File: config.mk
export PLATFORM = sky130hd
export DESIGN_NAME = pll_lock_and_vco_calibration_control
export DESIGN_NICKNAME = d
export VERILOG_FILES = /design/src/rtl/pll_ctrl_pkg.sv /design/src/rtl/lock_if.sv /design/src/rtl/pll_lock_and_vco_calibration_control.sv /design/src/rtl/lock_detector.sv
export VERILOG_INCLUDE_DIRS = /design/src /design/src/rtl
export SDC_FILE = /design/constraint.sdc
export NUM_CORES = 1
export LEC_CHECK = 0
export BUFFER_PORTS_ARGS = -buffer_cell sky130_fd_sc_hd__buf_2
export CELL_PAD_IN_SITES_DETAIL_PLACEMENT = 0
export CELL_PAD_IN_SITES_GLOBAL_PLACEMENT = 1
export CORE_ASPECT_RATIO = 1.75
export CORE_MARGIN = 5
export CORE_UTILIZATION = 43
export CTS_BUF_LIST = sky130_fd_sc_hd__clkbuf_2
export DETAILED_ROUTE_END_ITERATION = 10
export PLACE_DENSITY = 0.91
export SYNTH_ARGS = -nofsm -noshare
export SYNTH_HDL_FRONTEND = slang
export SYNTH_SLANG_ARGS = --single-unit
File: constraint.sdc
create_clock -name clk_sys -period 2.7 [get_ports clk_sys]
set_input_delay 0.135 -clock clk_sys [delete_from_list [all_inputs] [get_ports clk_sys]]
set_output_delay 0.135 -clock clk_sys [all_outputs]
set_load 0.02 [all_outputs]
File: src/rtl/pll_ctrl_cfg.svh
// Purpose: constants for the pll lock and vco calibration control block
// Assumes: 32-bit register words, byte address = register index * 4
// Notes:   times are kept in their own unit and turned into clk_sys cycles
//
// Contract
// - range bit picks low or high vco
// - two prescaler bits give ratio 5/4/3/2
// - four-bit loop filter code, sixteen settings
// - codes 0-3 internal filter, fixed pump currents; code still drives code bits 1:0 to cp_current_sel
// - codes 4-15 external, low bits pick current
// - lock on pin and register 2 bit 6
// - compare input and feedback divider phases
// - two-bit window code 2.1/4.6/7.2/19.9 ns; code resolves all four to one clk_sys cycle
// - one bad cycle or slip drops lock
// - many good cycles needed before lock
// - power-up calibration after load and reference
// - calibration waits for reference clock presence; a restart from run enters calibration without checking ref_present
// - register 2 bits 7, 13, 20 control calibration
// - restart rising edge starts calibration, outputs off
// - power-down bit low disables all outputs
// - power-down bit rising calibrates then enables
// - pin pulse reloads, clears source, calibrates
`ifndef PLL_CTRL_CFG_SVH
`define PLL_CTRL_CFG_SVH
// register indices and bus address width
`define ADDR_W        4
`define REG_IDX_0     2'h0
`define REG_IDX_1     2'h1
`define REG_IDX_2     2'h2
// field positions
`define B0_WIN_LO     13
`define B0_WIN_HI     14
`define B1_VCO        0
`define B1_PRESC_A    9
`define B1_PRESC_B    10
`define B1_LF_LSB     24
`define B1_LF_MSB     27
`define B2_LOCK       6
`define B2_PWR        7
`define B2_SRC        13
`define B2_RST        20
// reset values, power-down bit idles high (inactive)
`define REG0_RST      32'h0000_0000
`define REG1_RST      32'h0000_0000
`define REG2_RST      32'h0000_0080
// timing
`define CLK_PERIOD_PS 20000
`define WIN_PS_0      2100
`define WIN_PS_1      4600
`define WIN_PS_2      7200
`define WIN_PS_3      19900
`define CAL_PFD_CYCLES 550
`define LOCK_COUNT_DEF 64
`endif

File: src/rtl/pll_ctrl_pkg.sv
// Purpose: types shared by the pll control modules
// Assumes: nothing beyond the cfg header
// Notes:   states carry no explicit codes
package pll_ctrl_pkg;
   typedef enum logic [2:0] {ST_WAIT_LOAD, ST_WAIT_REF, ST_CAL, ST_RUN, ST_POWERDOWN} cal_state_e;
   typedef struct packed {
      logic       internal;  // internal filter network in use
      logic [1:0] cp_sel;    // charge pump current select
      logic [1:0] rc_group;  // external resistor/capacitor group
   } lf_cfg_s;
endpackage

File: src/rtl/lock_if.sv
// Purpose: carrier between the controller and the lock detector
// Assumes: all signals in the clk_sys domain
// Notes:   edges are one-cycle pulses
interface lock_if;
   logic       ref_edge;  // input divider rising edge
   logic       fb_edge;   // feedback divider rising edge
   logic [1:0] win_code;  // lock window code
   logic       clear;     // force unlocked
   logic       locked;    // lock indication
   modport ctl (output ref_edge, fb_edge, win_code, clear, input locked);
   modport det (input ref_edge, fb_edge, win_code, clear, output locked);
endinterface

File: src/rtl/pll_lock_and_vco_calibration_control.sv
// Purpose: register file, configuration decode and vco calibration sequencer
// Assumes: all pins synchronous to clk_sys; divider clocks slower than clk_sys/2
// Notes:   calibration length is counted in input divider (pfd) periods
`include "pll_ctrl_cfg.svh"
module pll_lock_and_vco_calibration_control
   import pll_ctrl_pkg::*;
#(
   parameter int CAL_CYCLES = `CAL_PFD_CYCLES,
   parameter int LOCK_COUNT = `LOCK_COUNT_DEF
) (
   // clock and reset
   input  wire logic              clk_sys,
   input  wire logic              rst_n,
   // register port
   input  wire logic [`ADDR_W-1:0] addr,
   input  wire logic [31:0]       wdata,
   input  wire logic              wr,
   input  wire logic              rd,
   output logic      [31:0]       rdata,
   // nonvolatile memory load
   output logic                   eeprom_reload,
   input  wire logic              load_done,
   input  wire logic [31:0]       eeprom_word0,
   input  wire logic [31:0]       eeprom_word1,
   input  wire logic [31:0]       eeprom_word2,
   // clock status and divider clocks
   input  wire logic              ref_present,
   input  wire logic              ref_div,
   input  wire logic              fb_div,
   // external power-down pin, active low
   input  wire logic              power_down_pin_n,
   // analog configuration and status
   output logic                   vco_range_select,
   output logic      [2:0]        prescale_ratio,
   output logic                   lf_internal,
   output logic      [1:0]        cp_current_sel,
   output logic      [1:0]        lf_rc_group,
   output logic      [1:0]        lock_window_code,
   output logic                   out_enable,
   output logic                   cal_active,
   output logic                   lock_pin
);
   localparam int CAL_W = 12;
   initial begin
      if (CAL_CYCLES < 2 || CAL_CYCLES > 4095) $error("CAL_CYCLES out of range");
   end

   // prescaler select {high,low}: 00->5, 10->4, 01->3, 11->2
   function automatic logic [2:0] presc_ratio(input logic sel_high, input logic sel_low);
      presc_ratio = 3'h5 - {2'h0, sel_high} - {1'b0, sel_low, 1'b0};
   endfunction

   // loop filter code: 0-3 internal, 4-15 external with rc group in upper bits
   function automatic lf_cfg_s lf_decode(input logic [3:0] code);
      lf_decode.internal = (code[3:2] == 2'h0);
      lf_decode.cp_sel   = code[1:0];
      lf_decode.rc_group = code[3:2];
   endfunction

   // address match for one aligned word
   function automatic logic hit(input logic [`ADDR_W-1:0] a, input logic [1:0] idx);
      hit = (a[`ADDR_W-1:2] == idx) && (a[1:0] == 2'h0);
   endfunction

   logic [31:0]      reg0;          // lock window
   logic [31:0]      reg1;          // vco, prescaler, loop filter
   logic [31:0]      reg2;          // calibration control, lock status
   cal_state_e       state;         // sequencer state
   cal_state_e       next_state;
   logic [CAL_W-1:0] cal_cnt;       // pfd periods into calibration
   logic             ref_prev;      // divider edge detection
   logic             fb_prev;
   logic             rst_bit_prev;  // previous restart bit
   logic             pwr_bit_prev;  // previous power-down bit
   logic             pin_prev;      // previous pin level
   logic             pin_low_seen;  // pin went low since last rise

   lock_if lk ();

   // field views of the control bits
   wire logic src_bit   = reg2[`B2_SRC];
   wire logic pwr_bit   = reg2[`B2_PWR];
   wire logic rst_bit   = reg2[`B2_RST];
   wire logic ref_edge  = ref_div && !ref_prev;
   wire logic fb_edge   = fb_div && !fb_prev;
   // edge detection so each transition starts one sequence only
   wire logic restart_rise = rst_bit && !rst_bit_prev;
   wire logic pwr_fall     = !pwr_bit && pwr_bit_prev;
   wire logic pwr_rise     = pwr_bit && !pwr_bit_prev;
   wire logic cal_req_sw   = src_bit && pwr_bit && restart_rise;
   wire logic sleep_req    = !src_bit && pwr_fall;
   wire logic wake_req     = !src_bit && pwr_rise;
   wire logic pin_rise     = power_down_pin_n && !pin_prev && pin_low_seen;
   wire logic load_take    = eeprom_reload && load_done;
   wire logic cal_last     = ref_edge && (cal_cnt == CAL_W'(CAL_CYCLES - 1));
   wire lf_cfg_s lf        = lf_decode(reg1[`B1_LF_MSB:`B1_LF_LSB]);
   wire logic hit0         = hit(addr, `REG_IDX_0);
   wire logic hit1         = hit(addr, `REG_IDX_1);
   wire logic hit2         = hit(addr, `REG_IDX_2);
   wire logic [31:0] reg2_view = {reg2[31:`B2_LOCK+1], lock_pin, reg2[`B2_LOCK-1:0]};
   wire logic [31:0] rd_mux = hit0 ? reg0 : hit1 ? reg1 : hit2 ? reg2_view : 32'h0000_0000;

   // carrier to the detector; held clear unless the loop is running
   assign lk.ref_edge = ref_edge;
   assign lk.fb_edge  = fb_edge;
   assign lk.win_code = {reg0[`B0_WIN_HI], reg0[`B0_WIN_LO]};
   assign lk.clear    = (state != ST_RUN);

   lock_detector #(
      .LOCK_COUNT (LOCK_COUNT)
   ) u_lock (
      .clk_sys (clk_sys),
      .rst_n   (rst_n),
      .lk      (lk.det)
   );

   // sequencer transitions; the pin overrides everything while low
   always_comb begin
      next_state = state;
      if (!power_down_pin_n) begin
         next_state = ST_WAIT_LOAD;
      end else begin
         case (state)
            ST_WAIT_LOAD: begin
               // a pin pulse in the load cycle asks again, so that load is not trusted
               if (load_take && !pin_rise) next_state = ST_WAIT_REF;
            end
            ST_WAIT_REF: begin
               if (ref_present) next_state = ST_CAL;
            end
            ST_CAL: begin
               if (cal_last) next_state = ST_RUN;
            end
            ST_RUN: begin
               // setting changes alone never recalibrate; the host asks
               if (sleep_req) next_state = ST_POWERDOWN;
               else if (cal_req_sw) next_state = ST_CAL;
            end
            ST_POWERDOWN: begin
               if (wake_req) next_state = ST_WAIT_REF;
            end
            default: next_state = ST_WAIT_LOAD;
         endcase
      end
   end

   // state, calibration counter and edge history
   always_ff @(posedge clk_sys or negedge rst_n) begin
      if (!rst_n) begin
         state        <= ST_WAIT_LOAD;
         cal_cnt      <= '0;
         ref_prev     <= 1'b0;
         fb_prev      <= 1'b0;
         rst_bit_prev <= 1'b0;
         pwr_bit_prev <= 1'b1;
         pin_prev     <= 1'b1;
         pin_low_seen <= 1'b0;
      end else begin
         state        <= next_state;
         cal_cnt      <= (state != ST_CAL) ? '0 : (ref_edge ? cal_cnt + CAL_W'(1) : cal_cnt);
         ref_prev     <= ref_div;
         fb_prev      <= fb_div;
         rst_bit_prev <= rst_bit;
         pwr_bit_prev <= pwr_bit;
         pin_prev     <= power_down_pin_n;
         pin_low_seen <= power_down_pin_n ? (pin_low_seen && !pin_rise) : 1'b1;
      end
   end

   // register file: memory load wins over a bus write in the same cycle
   always_ff @(posedge clk_sys or negedge rst_n) begin
      if (!rst_n) begin
         reg0 <= `REG0_RST;
         reg1 <= `REG1_RST;
         reg2 <= `REG2_RST;
      end else if (load_take) begin
         reg0 <= eeprom_word0;
         reg1 <= eeprom_word1;
         reg2 <= eeprom_word2 & ~(32'h1 << `B2_SRC);
      end else if (wr) begin
         if (hit0) reg0 <= wdata;
         if (hit1) reg1 <= wdata;
         if (hit2) reg2 <= wdata;
      end
   end

   // reload request: raised at power-up and on a pin pulse, dropped when served
   always_ff @(posedge clk_sys or negedge rst_n) begin
      if (!rst_n) begin
         eeprom_reload <= 1'b1;
      end else if (pin_rise) begin
         eeprom_reload <= 1'b1;
      end else if (load_done) begin
         eeprom_reload <= 1'b0;
      end
   end

   // read data stands for exactly the cycle after the strobe
   always_ff @(posedge clk_sys or negedge rst_n) begin
      if (!rst_n) begin
         rdata <= 32'h0000_0000;
      end else begin
         rdata <= rd ? rd_mux : 32'h0000_0000;
      end
   end

   // registered configuration and status outputs
   always_ff @(posedge clk_sys or negedge rst_n) begin
      if (!rst_n) begin
         vco_range_select <= 1'b0;
         prescale_ratio   <= 3'h5;
         lf_internal      <= 1'b1;
         cp_current_sel   <= 2'h0;
         lf_rc_group      <= 2'h0;
         lock_window_code <= 2'h0;
         out_enable       <= 1'b0;
         cal_active       <= 1'b0;
         lock_pin         <= 1'b0;
      end else begin
         vco_range_select <= reg1[`B1_VCO];
         prescale_ratio   <= presc_ratio(reg1[`B1_PRESC_B], reg1[`B1_PRESC_A]);
         lf_internal      <= lf.internal;
         cp_current_sel   <= lf.cp_sel;
         lf_rc_group      <= lf.rc_group;
         lock_window_code <= lk.win_code;
         // outputs only in run: off during calibration and power-down
         out_enable       <= (next_state == ST_RUN);
         cal_active       <= (next_state == ST_CAL);
         lock_pin         <= lk.locked;
      end
   end
endmodule

File: src/rtl/lock_detector.sv
// Purpose: phase window lock detector with successive-cycle qualification
// Assumes: divider clocks arrive as one-cycle edge pulses
// Notes:   windows under one clk_sys period resolve to one cycle
`include "pll_ctrl_cfg.svh"
module lock_detector
   import pll_ctrl_pkg::*;
#(
   parameter int LOCK_COUNT = `LOCK_COUNT_DEF
) (
   // clock and reset
   input  wire logic clk_sys,
   input  wire logic rst_n,
   // detector side of the carrier
   lock_if.det       lk
);
   localparam int CNT_W = 8;
   initial begin
      if (LOCK_COUNT < 1 || LOCK_COUNT > 255) $error("LOCK_COUNT out of range");
   end

   // longest time rounds down, never below one cycle
   function automatic logic [CNT_W-1:0] win_cycles(input logic [1:0] code);
      int ps;
      int c;
      ps = (code == 2'h0) ? `WIN_PS_0 : (code == 2'h1) ? `WIN_PS_1 :
           (code == 2'h2) ? `WIN_PS_2 : `WIN_PS_3;
      c = ps / `CLK_PERIOD_PS;
      win_cycles = (c < 1) ? CNT_W'(1) : CNT_W'(c);
   endfunction

   logic [CNT_W-1:0] since_ref;  // cycles since input divider edge
   logic [CNT_W-1:0] since_fb;   // cycles since feedback edge
   logic [1:0]       fb_cnt;     // feedback edges this reference period
   logic             phase_ok;   // feedback landed inside window after ref
   logic             seen_ref;   // first ref edge opens evaluation
   logic [CNT_W-1:0] run;        // successive good comparisons
   logic             locked;     // lock flag

   wire logic [CNT_W-1:0] win   = win_cycles(lk.win_code);
   wire logic [2:0] fb_total    = {1'b0, fb_cnt} + {2'h0, lk.fb_edge};
   // a period with other than one feedback edge counts as a slip
   wire logic slip              = (fb_total != 3'h1);
   wire logic in_win            = phase_ok || lk.fb_edge || (since_fb <= win);
   wire logic eval              = lk.ref_edge && seen_ref;
   wire logic good              = eval && !slip && in_win;
   wire logic bad               = eval && !good;
   wire logic [CNT_W-1:0] run_inc = (run == {CNT_W{1'b1}}) ? run : run + CNT_W'(1);

   assign lk.locked = locked;

   // phase bookkeeping between the two divider edges
   always_ff @(posedge clk_sys or negedge rst_n) begin
      if (!rst_n) begin
         since_ref <= '0;
         since_fb  <= '0;
         fb_cnt    <= 2'h0;
         phase_ok  <= 1'b0;
         seen_ref  <= 1'b0;
      end else begin
         since_ref <= lk.ref_edge ? '0 : ((since_ref == {CNT_W{1'b1}}) ? since_ref : since_ref + CNT_W'(1));
         since_fb  <= lk.fb_edge ? '0 : ((since_fb == {CNT_W{1'b1}}) ? since_fb : since_fb + CNT_W'(1));
         if (lk.ref_edge) begin
            fb_cnt   <= 2'h0;
            phase_ok <= 1'b0;
            seen_ref <= 1'b1;
         end else if (lk.fb_edge) begin
            fb_cnt   <= (fb_cnt == 2'h3) ? fb_cnt : fb_cnt + 2'h1;
            phase_ok <= (since_ref <= win);
         end
      end
   end

   // lock qualification: rises slowly, falls at once
   always_ff @(posedge clk_sys or negedge rst_n) begin
      if (!rst_n) begin
         run    <= '0;
         locked <= 1'b0;
      end else if (lk.clear || bad) begin
         run    <= '0;
         locked <= 1'b0;
      end else if (good) begin
         run    <= run_inc;
         locked <= (run_inc >= CNT_W'(LOCK_COUNT));
      end
   end
endmodule

# Word level (Yosys, flattened, before mapping)
# Index checks and enable logic that the tools add are counted.
# classes
add_sub_neg	8
n_reduce_logical	52
eq_ne	21
order_cmp	4
n_mux	44
div	1
# op_table
cell	n
$mux W32	15
$mux W8	8
$div A32 B16 Y32 const B	1
$lt A32 B2 Y1 const B	1
$add A8 B1 Y8 const B	3
$eq A8 B8 Y1 const B	3
$mux W12	2
$logic_and A1 B1 Y1	22
$mux W3	7
$le A8 B8 Y1	2
$reduce_bool A2 Y1	8
$mux W15	1
$pmux W3 S5	1
$add A12 B1 Y12 const B	1
$eq A12 B10 Y1 const B	1
$eq A3 B2 Y1 const B	4
$logic_not A1 Y1	10
$ge A8 B7 Y1 const B	1
$logic_not A2 Y1	4
$reduce_and A2 Y1	4
$mux W1	7
$eq A2 B2 Y1 const B	3
$mux W2	3
$ne A2 B2 Y1 const B	3
other kinds (11)	15
# totals
output_inout_bits	47
reg_bits	193
in_bits	141

# Logic depth before layout (Yosys ltp)
# logic_depth
depth_word	14
mapped_depth	10

# Modules after synthesis
# Synthesis repeated with hierarchy kept, for this count alone.
# unflattened
cells_unflattened	897
area_unflattened_um2	8992.4
# modules_own_cells
mod	instances	cells_per_inst	seq_area_each_um2	area_each_um2
pll_lock_and_vco_calibration_control	1	725	4087.7	7319.5
lock_detector	1	172	725.7	1672.9

# Worst setup path after synthesis
# No wires, ideal clock.
# synth_path
kind	flip-flop to flip-flop
from	register fb_prev
to	register u_lock.run[5]
stages_incl_launch_ff	11
slack_ps	258
period_less_slack_ps	2442
required_time_ps	2581
path_buffers	2
arrival_ps	2323
cell_sequence	dfrtp_1 nand2b_1 clkbuf_1 inv_2 ha_1 ha_1 nand4bb_1 a211o_1 clkbuf_1 o31a_2 o21ba_2
# synth_via
elab_chain_cells	11
# synth_lines
element	line	text
from (decl)	pll_lock_and_vco_calibration_control.sv:72	logic fb_prev;
from (signal assigned)	pll_lock_and_vco_calibration_control.sv:162	fb_prev <= fb_div;
$logic_not A1 Y1 (*)	pll_lock_and_vco_calibration_control.sv:85	wire logic fb_edge = fb_div && !fb_prev;
$logic_and A1 B1 Y1 (*)	pll_lock_and_vco_calibration_control.sv:85	
$add A2 B1 Y3	lock_detector.sv:40	wire logic [2:0] fb_total = {1'b0, fb_cnt} + {2'h0, lk.fb_edge};
$ne A3 B1 Y1	lock_detector.sv:42	wire logic slip = (fb_total != 3'h1);
$logic_not A1 Y1	lock_detector.sv:45	wire logic good = eval && !slip && in_win;
$logic_and A1 B1 Y1	lock_detector.sv:45	
$logic_and A1 B1 Y1 (*)	lock_detector.sv:45	
$logic_not A1 Y1	lock_detector.sv:46	wire logic bad = eval && !good;
$logic_and A1 B1 Y1	lock_detector.sv:46	
$logic_or A1 B1 Y1	lock_detector.sv:78	end else if (lk.clear || bad) begin
$mux W8 or $reduce_bool A2 Y1 (tied branches)	--	
to (signal assigned)	lock_detector.sv:82	run <= run_inc;
to (decl)	lock_detector.sv:36	logic [CNT_W-1:0] run;
# Mark *: on every way between the ends. The rest lies on a longest branch, timed or not.
# A chain may end at the register's enable or synchronous reset.

# Final worst setup path
# layout_path
from	input addr[1]
to	register reg1[8]
# layout_via
elab_chain_cells	4
# layout_lines
element	line	text
from (decl)	pll_lock_and_vco_calibration_control.sv:15	input wire logic [`ADDR_W-1:0] addr,
$logic_not A2 Y1	pll_lock_and_vco_calibration_control.sv:62	hit = (a[`ADDR_W-1:2] == idx) && (a[1:0] == 2'h0);
$logic_and A1 B1 Y1	pll_lock_and_vco_calibration_control.sv:62	
$reduce_bool A2 Y1 (no source line)	--	
$reduce_and A2 Y1 (no source line)	--	
to (signal assigned)	pll_lock_and_vco_calibration_control.sv:174	reg1 <= `REG1_RST;
to (signal assigned)	pll_lock_and_vco_calibration_control.sv:178	reg1 <= eeprom_word1;
to (signal assigned)	pll_lock_and_vco_calibration_control.sv:182	if (hit1) reg1 <= wdata;
to (decl)	pll_lock_and_vco_calibration_control.sv:66	logic [31:0] reg1;
# Every way passes these cells.

==> impl_metrics.json <==
{
  "required_ns": 3.45,
  "detail-route-antenna-nets": 0,
  "die_h_um": 200,
  "firstDrtPassIters": 6,
  "synth_xor_area_share_pct": 1.67,
  "globalRouteTotalUtil_pct": 25.2,
  "hold_ws_ns": 0.0768,
  "die_area_mm2": 0.0238,
  "drt_wl_total_mm": 29.9,
  "synthMuxAreaShare_pct": 7.20,
  "vias": 8967,
  "worst_setup_path_start_kind": "input pin",
  "setup_viol": 0,
  "setup_tns_ns": 0,
  "antenna_found_initial": 4,
  "avgSynthCellArea_um2": 9.55,
  "gp_congestion": 0.834,
  "cts_buffer_depth": 2,
  "synth_area_mm2": 0.00891,
  "critPathCaptureType": "register",
  "area_growth_pct": 45.5,
  "std_cell_rows": 69,
  "overflow": 0,
  "netlist_top_cells_area": "dfrtp_1 (52%), o21ai_0 (7.8%), nand2_1 (7.3%), mux2i_1 (7.1%), a21oi_1 (2.8%)",
  "synth_commonest_cells": "dfrtp_1 (185), nand2_1 (174), o21ai_0 (139), mux2i_1 (63), nor2_1 (63)",
  "htree_levels": 4,
  "synth-simple-area-share_pct": 16.2,
  "rsz0062_at_grt": "no",
  "synth_ff_type": "dfrtp_1",
  "synth_nets": 1086,
  "power_density_mw_per_mm2": 548,
  "die_w_um": 119,
  "postSynthCellCount": 933,
  "drc": 0,
  "max_freq_ghz": 0.381,
  "grt_max_degree": 67,
  "io_pins": 188,
  "min_period_over_period_pct": 97.2,
  "cts_made_buffers": 17,
  "drt_iter0_drc": 716,
  "cp_data_arrival_time_ns": 3.37,
  "synth-seq-cells": 192,
  "ys_warn_count": 0,
  "ys_types": 57,
  "postLayoutCoreUtil_pct": 63.6,
  "p_total_mw": 7.11,
  "hold_viol_final": 0,
  "vias_per_cell": 5.55,
  "critPathKind": "in -> reg",
  "synth_edf_count": 0,
  "drive_above_1_share_pct": 19.3,
  "synth_most_common_cell": "dfrtp_1",
  "portBuffers": 185,
  "hold_path.class": "in -> reg",
  "status": "complete, no violations",
  "worstMarginPinSlew_ns": 0.709,
  "initial_utilization_pct": 43.7,
  "synth_fa_ha_area_share_pct": 1.69,
  "maxCapViolCount": 0,
  "async_flop_share_pct": 100,
  "clock_latency_ns": 0.81,
  "synth_compound_area_share_pct": 15.9,
  "ir_drop_mv": 0.419,
  "ys_seq_area_share_pct": 54.0,
  "cts_tree": "built",
  "drv_slew": 0,
  "synth.largest_area_cell": "dfrtp_1",
  "grt_first_pass_wirelength_mm": 47.9,
  "worstPathMaxFanout": 35,
  "p_leak_nw": 6.15,
  "grt_pass1_vias": 9476,
  "core-area_mm2": 0.0204,
  "wire_per_inst_um": 18.5,
  "yosysTopAreaCellShare_pct": 52.0,
  "fin_worst_skew_ns": 0.0322,
  "finalCriticalPeriod_ns": 2.62,
  "clock-sinks": 192,
  "clkTransAtPathRegs_ns": 0.28,
  "cts_root_buf": "clkbuf_2",
  "maxSlewHeadroom_pct": 52.3,
  "min_path_cells": 5,
  "dpl.hpwl_mm": 17.0,
  "synth_top_family_by_area": "simple AND/OR/NAND/NOR gates",
  "nets": 1505,
  "worstRegToRegCells": 6
}
==> timing repair <==
item	in CTS	in global routing
setup buffers	0	0
gates resized for setup	0	4
hold buffers	250	1
hold endpoints to repair	364	29
endpoints found under the setup margin	0	1
==> critical path, stage by stage <==
cell and delay [ns]:
dlygate4sd3_1 0.54, buf_2 0.16, nor3_2 0.14, dlygate4sd3_1 0.56
buf_4 0.38, a31o_2 0.23, buf_4 0.36, nor2_1 0.11
a31oi_1 0.17, dlygate4sd3_1 0.58
==> area by class of cell <==
cell class              instances  area [um^2]
clock inverters                15          174
well taps                     248          310
diodes                          4         10.0
fillers                      1600         7410
repair buffers                458         3680
clock buffers                  17         85.1
flip-flops and latches        192         4810
multi-input cells             665         3820
inverters                      18         67.6
==> placed cells by master, fill, tap and decap left out, types with 4 or more instances in the layout <==
cell type,instances
dfrtp_1,185
nor2_1,63
and3_1,5
mux2i_1,63
clkinv_4,5
nand4_1,9
dlygate4sd3_1,249
buf_4,19
nand2_1,173
inv_1,17
nand3_1,16
a21oi_1,50
diode_2,4
dfstp_2,7
nand3b_1,5
inv_6,5
ha_1,12
o21ai_0,139
a211oi_1,4
xor2_1,7
a31oi_1,37
clkbuf_2,17
buf_2,184
nor3_1,9
xnor2_1,10
==> layer usage <==
metal	vias to the layer above	GRT usage (%)	wire length, um	part of all wire, %
met5	-	0	0	0
met3	116	4.65	1560	5.2
met1	4373	27.3	10900	36
li1	4111	-	-	-
met4	0	15.6	1640	5.5
met2	367	44.7	15800	53
==> where the power goes <==
part	switching [mW]	internal [mW]	leakage [nW]	total, mW
Sequential	0.300	3.35	2.41	3.65
Combinational	0.876	1.06	3.59	1.94
Clock	1.07	0.457	0.148	1.52
==> worst paths after layout <==
check | from | end | slack [ns]
max | addr[1] | reg1[8] | 0.08
min | wr | reg0[20] | 0.08
max in group asynchronous | rst_n | reg1[17] | 1.86
min in group asynchronous | rst_n | pwr_bit_prev | 0.41
min reg2reg | u_lock.lk.locked | lock_pin | 0.42
max reg2reg | eeprom_reload | reg1[8] | 0.12
==> logic make-up after synthesis <==
kind of cell             after synthesis
AND/OR/NAND/NOR                      319
AO/OA/AOI/OAI                        253
flip-flops                           192
buffers and inverters                 76
multiplexers                          64
XOR/XNOR                              17
adder cells (fa/ha/maj)               12
==> through the flow <==
step / setup WS, ns / instance area [um^2] / cells
2_1_floorplan: 0.258 / 8910 / 933
3_3_place_gp: 0.512 / 10100 / 1330
3_5_place_dp: 0.480 / 10100 / 1330
4_1_cts: 0.0696 / 12900 / 1612
5_1_grt: 0.00881 / 13000 / 1617
6_report: 0.0768 / 13000 / 1617
==> state kept, by name, summed over array words and instances, names as in the netlist, 2 cells and up <==
| register | cells |
|---|---|
| cal_cnt | 12 |
| cp_current_sel | 2 |
| lf_rc_group | 2 |
| lock_window_code | 2 |
| prescale_ratio | 3 |
| rdata | 32 |
| reg0 | 32 |
| reg1 | 32 |
| reg2 | 31 |
| state | 3 |
| u_lock.fb_cnt | 2 |
| u_lock.run | 8 |
| u_lock.since_fb | 8 |
| u_lock.since_ref | 8 |
Power figures use the tool's default switching activity.
